[src/logic/pmc_pkg.sv]
package pmc_pkg;

	// Time base
	localparam int CLK_PERIOD_NS  = 50;
	localparam int NS_PER_MS      = 1000000;
	localparam int NS_PER_KHZ     = 1000000;

	// Wake and start-up latency
	localparam int WAKE_TIME_MS   = 7;
	localparam int WAKE_CYC       = (WAKE_TIME_MS * NS_PER_MS) / CLK_PERIOD_NS;
	localparam int WAKE_W         = 18;

	// Bit clock bands
	localparam int SLEEP_FREQ_KHZ = 200;
	localparam int WAKE_FREQ_KHZ  = 250;
	localparam int LP_NOM_KHZ     = 768;
	localparam int LP_LO_KHZ      = 400;
	localparam int LP_HI_KHZ      = 1000;
	localparam int SLEEP_PER_CYC  = (NS_PER_KHZ / SLEEP_FREQ_KHZ) / CLK_PERIOD_NS;
	localparam int WAKE_PER_CYC   = (NS_PER_KHZ / WAKE_FREQ_KHZ) / CLK_PERIOD_NS;
	localparam int LP_MIN_CYC     = (NS_PER_KHZ / LP_HI_KHZ) / CLK_PERIOD_NS;
	localparam int LP_MAX_CYC     = (NS_PER_KHZ / LP_LO_KHZ) / CLK_PERIOD_NS;
	localparam int PER_W          = 8;
	localparam int AGREE_CNT      = 4;
	localparam int AGREE_W        = 3;

	// Strap capture delay after reset release
	localparam int SEL_DLY        = 2;

	// Sample path
	localparam int SAMPLE_W       = 16;
	localparam int ACC_W          = 18;
	localparam int BUF_DEPTH      = 2;
	localparam logic signed [SAMPLE_W-1:0] FULL_SCALE = 16'sh7fff;

	typedef enum logic [1:0]
	{
		PMC_NORMAL    = 2'b00,
		PMC_LOW_POWER = 2'b01,
		PMC_SLEEP     = 2'b10
	} pmc_mode_e;

	localparam pmc_mode_e MODE_RST = PMC_SLEEP;

	typedef struct packed
	{
		logic      rise;
		logic      fall;
		pmc_mode_e mode;
	} pmc_rate_s;

endpackage : pmc_pkg

[src/logic/pmc_buf2.sv]
`timescale 1ns/1ps
module pmc_buf2
#(
	parameter int WIDTH = pmc_pkg::SAMPLE_W,
	parameter int DEPTH = pmc_pkg::BUF_DEPTH
)
(
	input  wire logic             clk,
	input  wire logic             reset,
	input  wire logic [WIDTH-1:0] in_data,
	input  wire logic             in_valid,
	output logic                  in_ready,
	output logic      [WIDTH-1:0] out_data,
	output logic                  out_valid,
	input  wire logic             out_ready
);
	localparam int PW = (DEPTH > 1) ? $clog2(DEPTH) : 1;
	localparam int CW = $clog2(DEPTH + 1);

	logic [WIDTH-1:0] mem [DEPTH];
	logic [PW-1:0]    wr_ptr_r;
	logic [PW-1:0]    rd_ptr_r;
	logic [CW-1:0]    count_r;
	logic [CW-1:0]    count_nxt;
	logic             push;
	logic             pop;

	function automatic logic [PW-1:0] ptr_inc(input logic [PW-1:0] p);
		ptr_inc = (p == PW'(DEPTH - 1)) ? '0 : p + PW'(1);
	endfunction : ptr_inc

	assign push      = in_valid && in_ready;
	assign pop       = out_valid && out_ready;
	assign out_valid = (count_r != '0);
	assign out_data  = mem[rd_ptr_r];

	always_comb
	begin
		count_nxt = count_r;
		if (push && !pop)
			count_nxt = count_r + CW'(1);
		else if (pop && !push)
			count_nxt = count_r - CW'(1);
	end

	// Storage
	always_ff @(posedge clk)
	begin
		if (push)
			mem[wr_ptr_r] <= in_data;
	end

	// Pointers and fill level
	always_ff @(posedge clk or posedge reset)
	begin
		if (reset)
		begin
			wr_ptr_r <= '0;
			rd_ptr_r <= '0;
			count_r  <= '0;
			in_ready <= 1'b0;
		end
		else
		begin
			if (push)
				wr_ptr_r <= ptr_inc(wr_ptr_r);
			if (pop)
				rd_ptr_r <= ptr_inc(rd_ptr_r);
			count_r  <= count_nxt;
			in_ready <= (count_nxt != CW'(DEPTH));
		end
	end

endmodule : pmc_buf2

[src/logic/pmc_rate_detect.sv]
`timescale 1ns/1ps
module pmc_rate_detect
(
	input  wire logic          clk,
	input  wire logic          reset,
	input  wire logic          bit_clk,
	output pmc_pkg::pmc_rate_s rate
);
	logic                    bclk_meta_r;
	logic                    bclk_sync_r;
	logic                    bclk_prev_r;
	logic                    rise;
	logic                    fall;
	logic [pmc_pkg::PER_W-1:0]   per_cnt_r;
	logic [pmc_pkg::AGREE_W-1:0] agree_r;
	pmc_pkg::pmc_mode_e      cand_r;
	pmc_pkg::pmc_mode_e      cand;
	pmc_pkg::pmc_mode_e      mode_r;
	logic                    timeout;

	// Period in cycles to mode, with a wider sleep band while already in sleep
	function automatic pmc_pkg::pmc_mode_e classify(
		input logic [pmc_pkg::PER_W-1:0] per,
		input pmc_pkg::pmc_mode_e        cur
	);
		if (per > pmc_pkg::PER_W'(pmc_pkg::SLEEP_PER_CYC))
			classify = pmc_pkg::PMC_SLEEP;
		else if (cur == pmc_pkg::PMC_SLEEP && per > pmc_pkg::PER_W'(pmc_pkg::WAKE_PER_CYC))
			classify = pmc_pkg::PMC_SLEEP;
		else if (per >= pmc_pkg::PER_W'(pmc_pkg::LP_MIN_CYC)
			&& per <= pmc_pkg::PER_W'(pmc_pkg::LP_MAX_CYC))
			classify = pmc_pkg::PMC_LOW_POWER;
		else
			classify = pmc_pkg::PMC_NORMAL;
	endfunction : classify

	assign rise    = bclk_sync_r && !bclk_prev_r;
	assign fall    = !bclk_sync_r && bclk_prev_r;
	assign timeout = (per_cnt_r == pmc_pkg::PER_W'(pmc_pkg::SLEEP_PER_CYC)) && !rise;
	assign cand    = classify(per_cnt_r + pmc_pkg::PER_W'(1), mode_r);

	// Pin synchroniser and edge finder
	always_ff @(posedge clk or posedge reset)
	begin
		if (reset)
		begin
			bclk_meta_r <= 1'b0;
			bclk_sync_r <= 1'b0;
			bclk_prev_r <= 1'b0;
		end
		else
		begin
			bclk_meta_r <= bit_clk;
			bclk_sync_r <= bclk_meta_r;
			bclk_prev_r <= bclk_sync_r;
		end
	end

	// Period counter, saturating past the sleep threshold
	always_ff @(posedge clk or posedge reset)
	begin
		if (reset)
			per_cnt_r <= '0;
		else if (rise)
			per_cnt_r <= '0;
		else if (per_cnt_r <= pmc_pkg::PER_W'(pmc_pkg::SLEEP_PER_CYC))
			per_cnt_r <= per_cnt_r + pmc_pkg::PER_W'(1);
	end

	// Mode filter: agreeing periods before a change
	always_ff @(posedge clk or posedge reset)
	begin
		if (reset)
		begin
			cand_r  <= pmc_pkg::MODE_RST;
			agree_r <= '0;
			mode_r  <= pmc_pkg::MODE_RST;
		end
		else if (timeout)
		begin
			cand_r  <= pmc_pkg::PMC_SLEEP;
			agree_r <= '0;
			mode_r  <= pmc_pkg::PMC_SLEEP;
		end
		else if (rise)
		begin
			cand_r <= cand;
			if (cand != cand_r)
				agree_r <= '0;
			else if (agree_r != pmc_pkg::AGREE_W'(pmc_pkg::AGREE_CNT - 1))
				agree_r <= agree_r + pmc_pkg::AGREE_W'(1);
			else
				mode_r <= cand_r;
		end
	end

	// Registered edge pulses and mode
	always_ff @(posedge clk or posedge reset)
	begin
		if (reset)
			rate <= '{rise: 1'b0, fall: 1'b0, mode: pmc_pkg::MODE_RST};
		else
			rate <= '{rise: rise, fall: fall, mode: mode_r};
	end

endmodule : pmc_rate_detect

[src/logic/pmc_mic.sv]
`timescale 1ns/1ps
module pmc_mic
#(
	parameter int WAKE_CYCLES = pmc_pkg::WAKE_CYC
)
(
	input  wire logic                         CLK,
	input  wire logic                         RESET,
	input  wire logic                         BIT_CLK,
	input  wire logic                         CHANNEL_SELECT,
	input  wire logic [pmc_pkg::SAMPLE_W-1:0] SAMPLE_DATA,
	input  wire logic                         SAMPLE_VALID,
	output logic                              SAMPLE_READY,
	output logic                              DATA_OUT,
	output logic                              DATA_OE,
	output logic                              LOW_POWER_LISTEN_MODE,
	output logic                              SLEEP_MODE,
	output logic                              DATA_SETTLED
);
	localparam int SW = pmc_pkg::SAMPLE_W;
	localparam int AW = pmc_pkg::ACC_W;

	pmc_pkg::pmc_rate_s        rate;
	logic                      sel_meta_r;
	logic                      sel_sync_r;
	logic [1:0]                sel_cnt_r;
	logic                      sel_done_r;
	logic                      left_slot_r;
	logic [pmc_pkg::WAKE_W-1:0] wake_cnt_r;
	logic                      settled_r;
	logic                      active;
	logic                      own_edge;
	logic                      other_edge;
	logic                      lp_skip_r;
	logic                      take;
	logic [SW-1:0]             buf_data;
	logic                      buf_valid;
	logic signed [SW-1:0]      hold_r;
	logic signed [SW-1:0]      cur;
	logic signed [AW-1:0]      acc_r;
	logic                      bit_nxt;

	// Clamp a sample to the symmetric full-scale range
	function automatic logic signed [SW-1:0] clamp_fs(input logic signed [SW-1:0] x);
		if (x > pmc_pkg::FULL_SCALE)
			clamp_fs = pmc_pkg::FULL_SCALE;
		else if (x < -pmc_pkg::FULL_SCALE)
			clamp_fs = -pmc_pkg::FULL_SCALE;
		else
			clamp_fs = x;
	endfunction : clamp_fs

	// Integrator step, bounded to twice full scale
	function automatic logic signed [AW-1:0] integ(
		input logic signed [AW-1:0] acc,
		input logic signed [SW-1:0] x
	);
		logic signed [AW-1:0] fs;
		logic signed [AW-1:0] fb;
		logic signed [AW:0]   sum;
		fs  = AW'(pmc_pkg::FULL_SCALE);
		fb  = (acc >= 0) ? fs : -fs;
		sum = (AW+1)'(acc) + (AW+1)'(x) - (AW+1)'(fb);
		if (sum > (AW+1)'(2 * fs))
			integ = AW'(2 * fs);
		else if (sum < -(AW+1)'(2 * fs))
			integ = -AW'(2 * fs);
		else
			integ = sum[AW-1:0];
	endfunction : integ

	pmc_rate_detect u_rate
	(
		.clk     (CLK),
		.reset   (RESET),
		.bit_clk (BIT_CLK),
		.rate    (rate)
	);

	pmc_buf2
	#(
		.WIDTH (SW),
		.DEPTH (pmc_pkg::BUF_DEPTH)
	)
	u_buf
	(
		.clk       (CLK),
		.reset     (RESET),
		.in_data   (SAMPLE_DATA),
		.in_valid  (SAMPLE_VALID),
		.in_ready  (SAMPLE_READY),
		.out_data  (buf_data),
		.out_valid (buf_valid),
		.out_ready (take)
	);

	// Strap synchroniser
	always_ff @(posedge CLK or posedge RESET)
	begin
		if (RESET)
		begin
			sel_meta_r <= 1'b0;
			sel_sync_r <= 1'b0;
		end
		else
		begin
			sel_meta_r <= CHANNEL_SELECT;
			sel_sync_r <= sel_meta_r;
		end
	end

	// Strap caught once after reset release, then frozen
	always_ff @(posedge CLK or posedge RESET)
	begin
		if (RESET)
		begin
			sel_cnt_r   <= '0;
			sel_done_r  <= 1'b0;
			left_slot_r <= 1'b0;
		end
		else if (!sel_done_r)
		begin
			if (sel_cnt_r == 2'(pmc_pkg::SEL_DLY))
			begin
				left_slot_r <= sel_sync_r;
				sel_done_r  <= 1'b1;
			end
			else
				sel_cnt_r <= sel_cnt_r + 2'd1;
		end
	end

	// Settling timer from clock start or power-up
	always_ff @(posedge CLK or posedge RESET)
	begin
		if (RESET)
		begin
			wake_cnt_r <= '0;
			settled_r  <= 1'b0;
		end
		else if (rate.mode == pmc_pkg::PMC_SLEEP)
		begin
			wake_cnt_r <= '0;
			settled_r  <= 1'b0;
		end
		else if (wake_cnt_r >= pmc_pkg::WAKE_W'(WAKE_CYCLES - 1))
			settled_r <= 1'b1;
		else
			wake_cnt_r <= wake_cnt_r + pmc_pkg::WAKE_W'(1);
	end

	assign active     = settled_r && sel_done_r && rate.mode != pmc_pkg::PMC_SLEEP;
	assign own_edge   = left_slot_r ? rate.fall : rate.rise;
	assign other_edge = left_slot_r ? rate.rise : rate.fall;
	// Low-power mode takes a new sample every second bit
	assign take       = active && own_edge && !lp_skip_r;
	assign cur        = clamp_fs((take && buf_valid) ? $signed(buf_data) : hold_r);
	assign bit_nxt    = (integ(acc_r, cur) >= 0);

	// Reduced-activity toggle
	always_ff @(posedge CLK or posedge RESET)
	begin
		if (RESET)
			lp_skip_r <= 1'b0;
		else if (rate.mode != pmc_pkg::PMC_LOW_POWER)
			lp_skip_r <= 1'b0;
		else if (active && own_edge)
			lp_skip_r <= !lp_skip_r;
	end

	// Modulator state
	always_ff @(posedge CLK or posedge RESET)
	begin
		if (RESET)
		begin
			hold_r <= '0;
			acc_r  <= '0;
		end
		else if (!active)
			acc_r <= '0;
		else if (own_edge)
		begin
			hold_r <= cur;
			acc_r  <= integ(acc_r, cur);
		end
	end

	// Slot driver on the shared line
	always_ff @(posedge CLK or posedge RESET)
	begin
		if (RESET)
		begin
			DATA_OUT <= 1'b0;
			DATA_OE  <= 1'b0;
		end
		else if (!active)
			DATA_OE <= 1'b0;
		else if (own_edge)
		begin
			DATA_OUT <= bit_nxt;
			DATA_OE  <= 1'b1;
		end
		else if (other_edge)
			DATA_OE <= 1'b0;
	end

	// Status outputs
	always_ff @(posedge CLK or posedge RESET)
	begin
		if (RESET)
		begin
			LOW_POWER_LISTEN_MODE <= 1'b0;
			SLEEP_MODE            <= 1'b1;
			DATA_SETTLED          <= 1'b0;
		end
		else
		begin
			LOW_POWER_LISTEN_MODE <= (rate.mode == pmc_pkg::PMC_LOW_POWER);
			SLEEP_MODE            <= (rate.mode == pmc_pkg::PMC_SLEEP);
			DATA_SETTLED          <= active;
		end
	end

endmodule : pmc_mic

[config.mk]
export PLATFORM = sky130hd
export DESIGN_NAME = pmc_mic
export DESIGN_NICKNAME = d
export VERILOG_FILES = /design/src/logic/pmc_pkg.sv /design/src/logic/pmc_buf2.sv /design/src/logic/pmc_rate_detect.sv /design/src/logic/pmc_mic.sv
export SDC_FILE = /design/constraint.sdc
export NUM_CORES = 1
export LEC_CHECK = 0
export BUFFER_PORTS_ARGS = -buffer_cell sky130_fd_sc_hd__buf_2
export CORE_MARGIN = 2
export CORE_UTILIZATION = 25
export CTS_CLUSTER_SIZE = 20
export DETAILED_ROUTE_END_ITERATION = 12
export SETUP_SLACK_MARGIN = 0.3
export SKIP_CTS_REPAIR_TIMING = 1
export SYNTH_ARGS = -nofsm -noshare
export SYNTH_HDL_FRONTEND = slang
export SYNTH_SLANG_ARGS = --single-unit
[constraint.sdc]
create_clock -name CLK -period 7.6 [get_ports CLK]
set_input_delay 1.52 -clock CLK [delete_from_list [all_inputs] [get_ports CLK]]
set_output_delay 1.52 -clock CLK [all_outputs]
set_load 0.005 [all_outputs]
==> out/summary.json <==
{
  "power_and_ir_drop": {
    "switchingPower_mw": 0.506,
    "seq_power_share": 0.443,
    "p_comb_frac": 0.126,
    "report.power.total_mw": 1.90,
    "clkPwrFrac": 0.431,
    "power_density_nw_per_um2": 230,
    "power_switching_share": 0.266,
    "peakVddDrop_uv": 143,
    "leakagePower_nw": 3.58,
    "cell_internal_pwr_mw": 1.40
  },
  "sta": {
    "grt_setup_unrepaired": "false",
    "max_clock_freq_mhz": 153,
    "tightestPinTransition_ns": 1.10,
    "finalCritPeriodShare": 0.861,
    "min_period_ns": 6.54,
    "setup_violating_endpoint_count_in_the_final_report": 0,
    "slew_limit_fails": 0,
    "worst_setup_skew_after_layout_ns": 0.0124,
    "maxSlewHeadroom": 0.265,
    "finalHoldViolCount": 0,
    "finalSetupTns_ns": 0
  },
  "finish": {
    "layoutNonFillerInstCount": 1113,
    "share_of_final_layout_standard_cells_stronger_than_drive_strength_1": 0.137,
    "count_of_fill_cells_added_during_filler_insertion": 2913,
    "most-common-layout-cells": "dfrtp_1, inv_1, nand2_1, nor2_1, o21ai_0",
    "nets": 789,
    "antenna_cells": 0,
    "layout.cells.most_common": "dfrtp_1",
    "multi_input_comb_area_um2": 3500,
    "synth_to_layout_area_growth_pct": 15.8,
    "seqCellArea_um2": 3270
  },
  "synth": {
    "postSynth.topFlopCell": "dfrtp_1",
    "yosys_register_bits": 124,
    "post_synthesis_instance_area_um2": 7140,
    "sequential_cell_area_fraction_in_the_yosys_report": 0.458,
    "post_synth.cell_area_avg_um2": 10.2,
    "synth_async_sr_flop_share": 0.742,
    "yosysUniqueCellTypes": 78,
    "ys_warn_count": 0,
    "net_count_synth": 764,
    "netlist_instances": 697,
    "synth-edff-count": 32
  },
  "floorplanning": {
    "core_region_area_um2": 27900,
    "row_count": 61,
    "dieArea_um2": 29900,
    "initial_cell_density_of_the_core": 0.256,
    "dieHeight_um": 173,
    "io_pins": 27,
    "chipWidth_um": 173
  },
  "worst_setup_path": {
    "path_max_fanout": 36,
    "cp-end-kind": "register",
    "critPathKind": "reg2reg",
    "r2r_slack_ns": 1.06,
    "cpMaxStageDelayCell": "dfstp_2",
    "r2r_start": "u_rate.rate[1]$_DFF_PP1_",
    "critPathLaunch": "u_rate.rate[1]$_DFF_PP1_",
    "critical_path.cell_chain": "nand2b_1 > nand3_1 > inv_1 > nand2_1 > nor3_4 > buf_4 > o21ai_0 > nand4_1 > nor2_1 > a21o_1 > ha_1 > or2_2 > fa_1 > fa_1 > nand2b_1 > a211oi_4 > nor2_2 > xnor2_1 > nor4_1 > nand4_1 > o311ai_2 > o21ai_2 > a221o_2",
    "startpoint_type": "register",
    "crit-reg2reg-capture": "acc_r[15]$_DFFE_PP0P_",
    "critPathRequiredTime_ns": 7.91,
    "worst_ep_arrival_time_ns": 6.85,
    "slowest_delay_ns": 0.52,
    "reg2reg_depth": 23
  },
  "min_path": {
    "min_path_cells": 0,
    "worstHoldStart": "u_rate.bclk_meta_r$_DFF_PP0_",
    "holdCritPathClass": "reg2reg",
    "worstHoldEndpoint": "u_rate.bclk_sync_r$_DFF_PP0_"
  },
  "grt": {
    "grt_pass1_wl_mm": 24.3,
    "grt_overflow_total": 0,
    "initial_antenna_violation_count": 0,
    "pin_count_of_the_biggest_net_entering_global_routing": 71,
    "vias_in_the_first_global_route": 4866,
    "groute.usage.overall": 0.0994
  },
  "run_status": {
    "result_of_the_run": "finished clean"
  },
  "clock_tree": {
    "clock_tree_from_tritoncts": "yes",
    "path_clk_slew_ns": 0.06,
    "ctsLongestPathBuffers": 2,
    "clock_latency_ns": 0.42,
    "cts_root_buf": "clkbuf_16",
    "htree_num_levels": 4,
    "cts_inserted_buffers": 17,
    "clock_sinks": 124
  },
  "placed_design": {
    "dp.cells": 1081,
    "port_buffers": 26,
    "place.gp.congestion": 0.872,
    "dp_hpwl_mm": 10.6
  },
  "routing": {
    "vias": 4996,
    "detail_route.wirelength_mm": 14.5,
    "drt-wirelength-per-cell_um": 13.1,
    "ant_nets": 0,
    "via_per_inst": 4.49,
    "detail_route.iter0.violations": 377,
    "remaining_drc_errors": 0,
    "firstDrtPassIters": 5
  },
  "flow_run": {
    "cap_violations": 0
  }
}
[metrics by stage]
stage                util  hold slack (ns)  area, µm²  setup WS (ns)
finish              0.296            0.357       8270           1.06
global route        0.296            0.372       8270          0.705
CTS                 0.296            0.363       8270           1.14
detailed placement  0.275            0.350       7670           1.15
global placement    0.275            0.360       7670           1.24
floorplan               -            0.331       7140           1.65
[state kept, by name, indices dropped and copies added (netlist names), 2 cells and up]
name and count:
u_rate.mode_r 2, wake_cnt_r 18, acc_r 18, hold_r 16, u_rate.per_cnt_r 8, u_buf.count_r 2, u_buf.mem 32, u_rate.agree_r 3
u_rate.cand_r 2, sel_cnt_r 2, u_rate.rate 4
[cells by family after synthesis]
| group | Yosys count | share of synthesized area |
|---|---|---|
| multiplexers | 30 | 0.0429 |
| AO/OA/AOI/OAI | 141 | 0.142 |
| buffers and inverters | 95 | 0.0524 |
| AND/OR/NAND/NOR | 218 | 0.149 |
| flip-flops | 124 | 0.458 |
| XOR/XNOR | 43 | 0.0559 |
| adder cells (fa/ha/maj) | 46 | 0.0996 |
[Yosys cell counts (all sizes together) (20+ instances only)]
cell,number,area share
a21oi,22,0.015
inv,70,0.037
ha,28,0.049
clkbuf,20,0.011
mux2i,25,0.035
edfxtp,32,0.13
xnor2,25,0.034
nand2,68,0.036
dfrtp,88,0.31
nor2,57,0.030
o21ai,47,0.034
[area by class of cell]
type / count / share of cell area
Clock buffer: 17 / 0.0514
Clock inverter: 15 / 0.0207
Inverter: 71 / 0.0325
Multi-Input combinational cell: 478 / 0.424
Sequential cell: 124 / 0.395
Tap cell: 378 / 0.0572
Timing Repair Buffer: 30 / 0.0194
[critical path, delay by kind of cell (launching register included)]
| family | cells | cell delay, ns |
|---|---|---|
| XOR/XNOR | 1 | 0.22 |
| AO/OA/AOI/OAI | 6 | 2.05 |
| AND/OR/NAND/NOR | 11 | 1.95 |
| adder cells (fa/ha/maj) | 3 | 1.34 |
| flip-flops | 1 | 0.52 |
| buffers and inverters | 2 | 0.33 |
[power groups by stage]
stage	clock network (mW)	registers [mW]	logic, mW
4_1_cts	0.834	0.842	0.245
6_report	0.819	0.843	0.239
5_1_grt	0.863	0.853	0.279
2_1_floorplan	0	0.832	0.196
3_5_place_dp	0	0.853	0.244
3_3_place_gp	0	0.852	0.239
[per-layer routing]
metal	track usage	wire (µm)	vias up
li1	-	-	2473
met1	0.136	6980	2390
met2	0.156	6690	115
met3	0.0259	714	18
met4	0.0261	156	0
met5	0	0	-
[worst max-delay path by stage]
stage | to | cells after the start | slack (ns)
2_1_floorplan | acc_r[10]$_DFFE_PP0P_ | 26 | 1.65
3_3_place_gp | acc_r[15]$_DFFE_PP0P_ | 24 | 1.24
3_5_place_dp | acc_r[15]$_DFFE_PP0P_ | 23 | 1.15
4_1_cts | acc_r[15]$_DFFE_PP0P_ | 23 | 1.14
5_1_grt | acc_r[15]$_DFFE_PP0P_ | 23 | 0.70
6_report | acc_r[15]$_DFFE_PP0P_ | 23 | 1.06
Power figures use the tool's default switching activity.
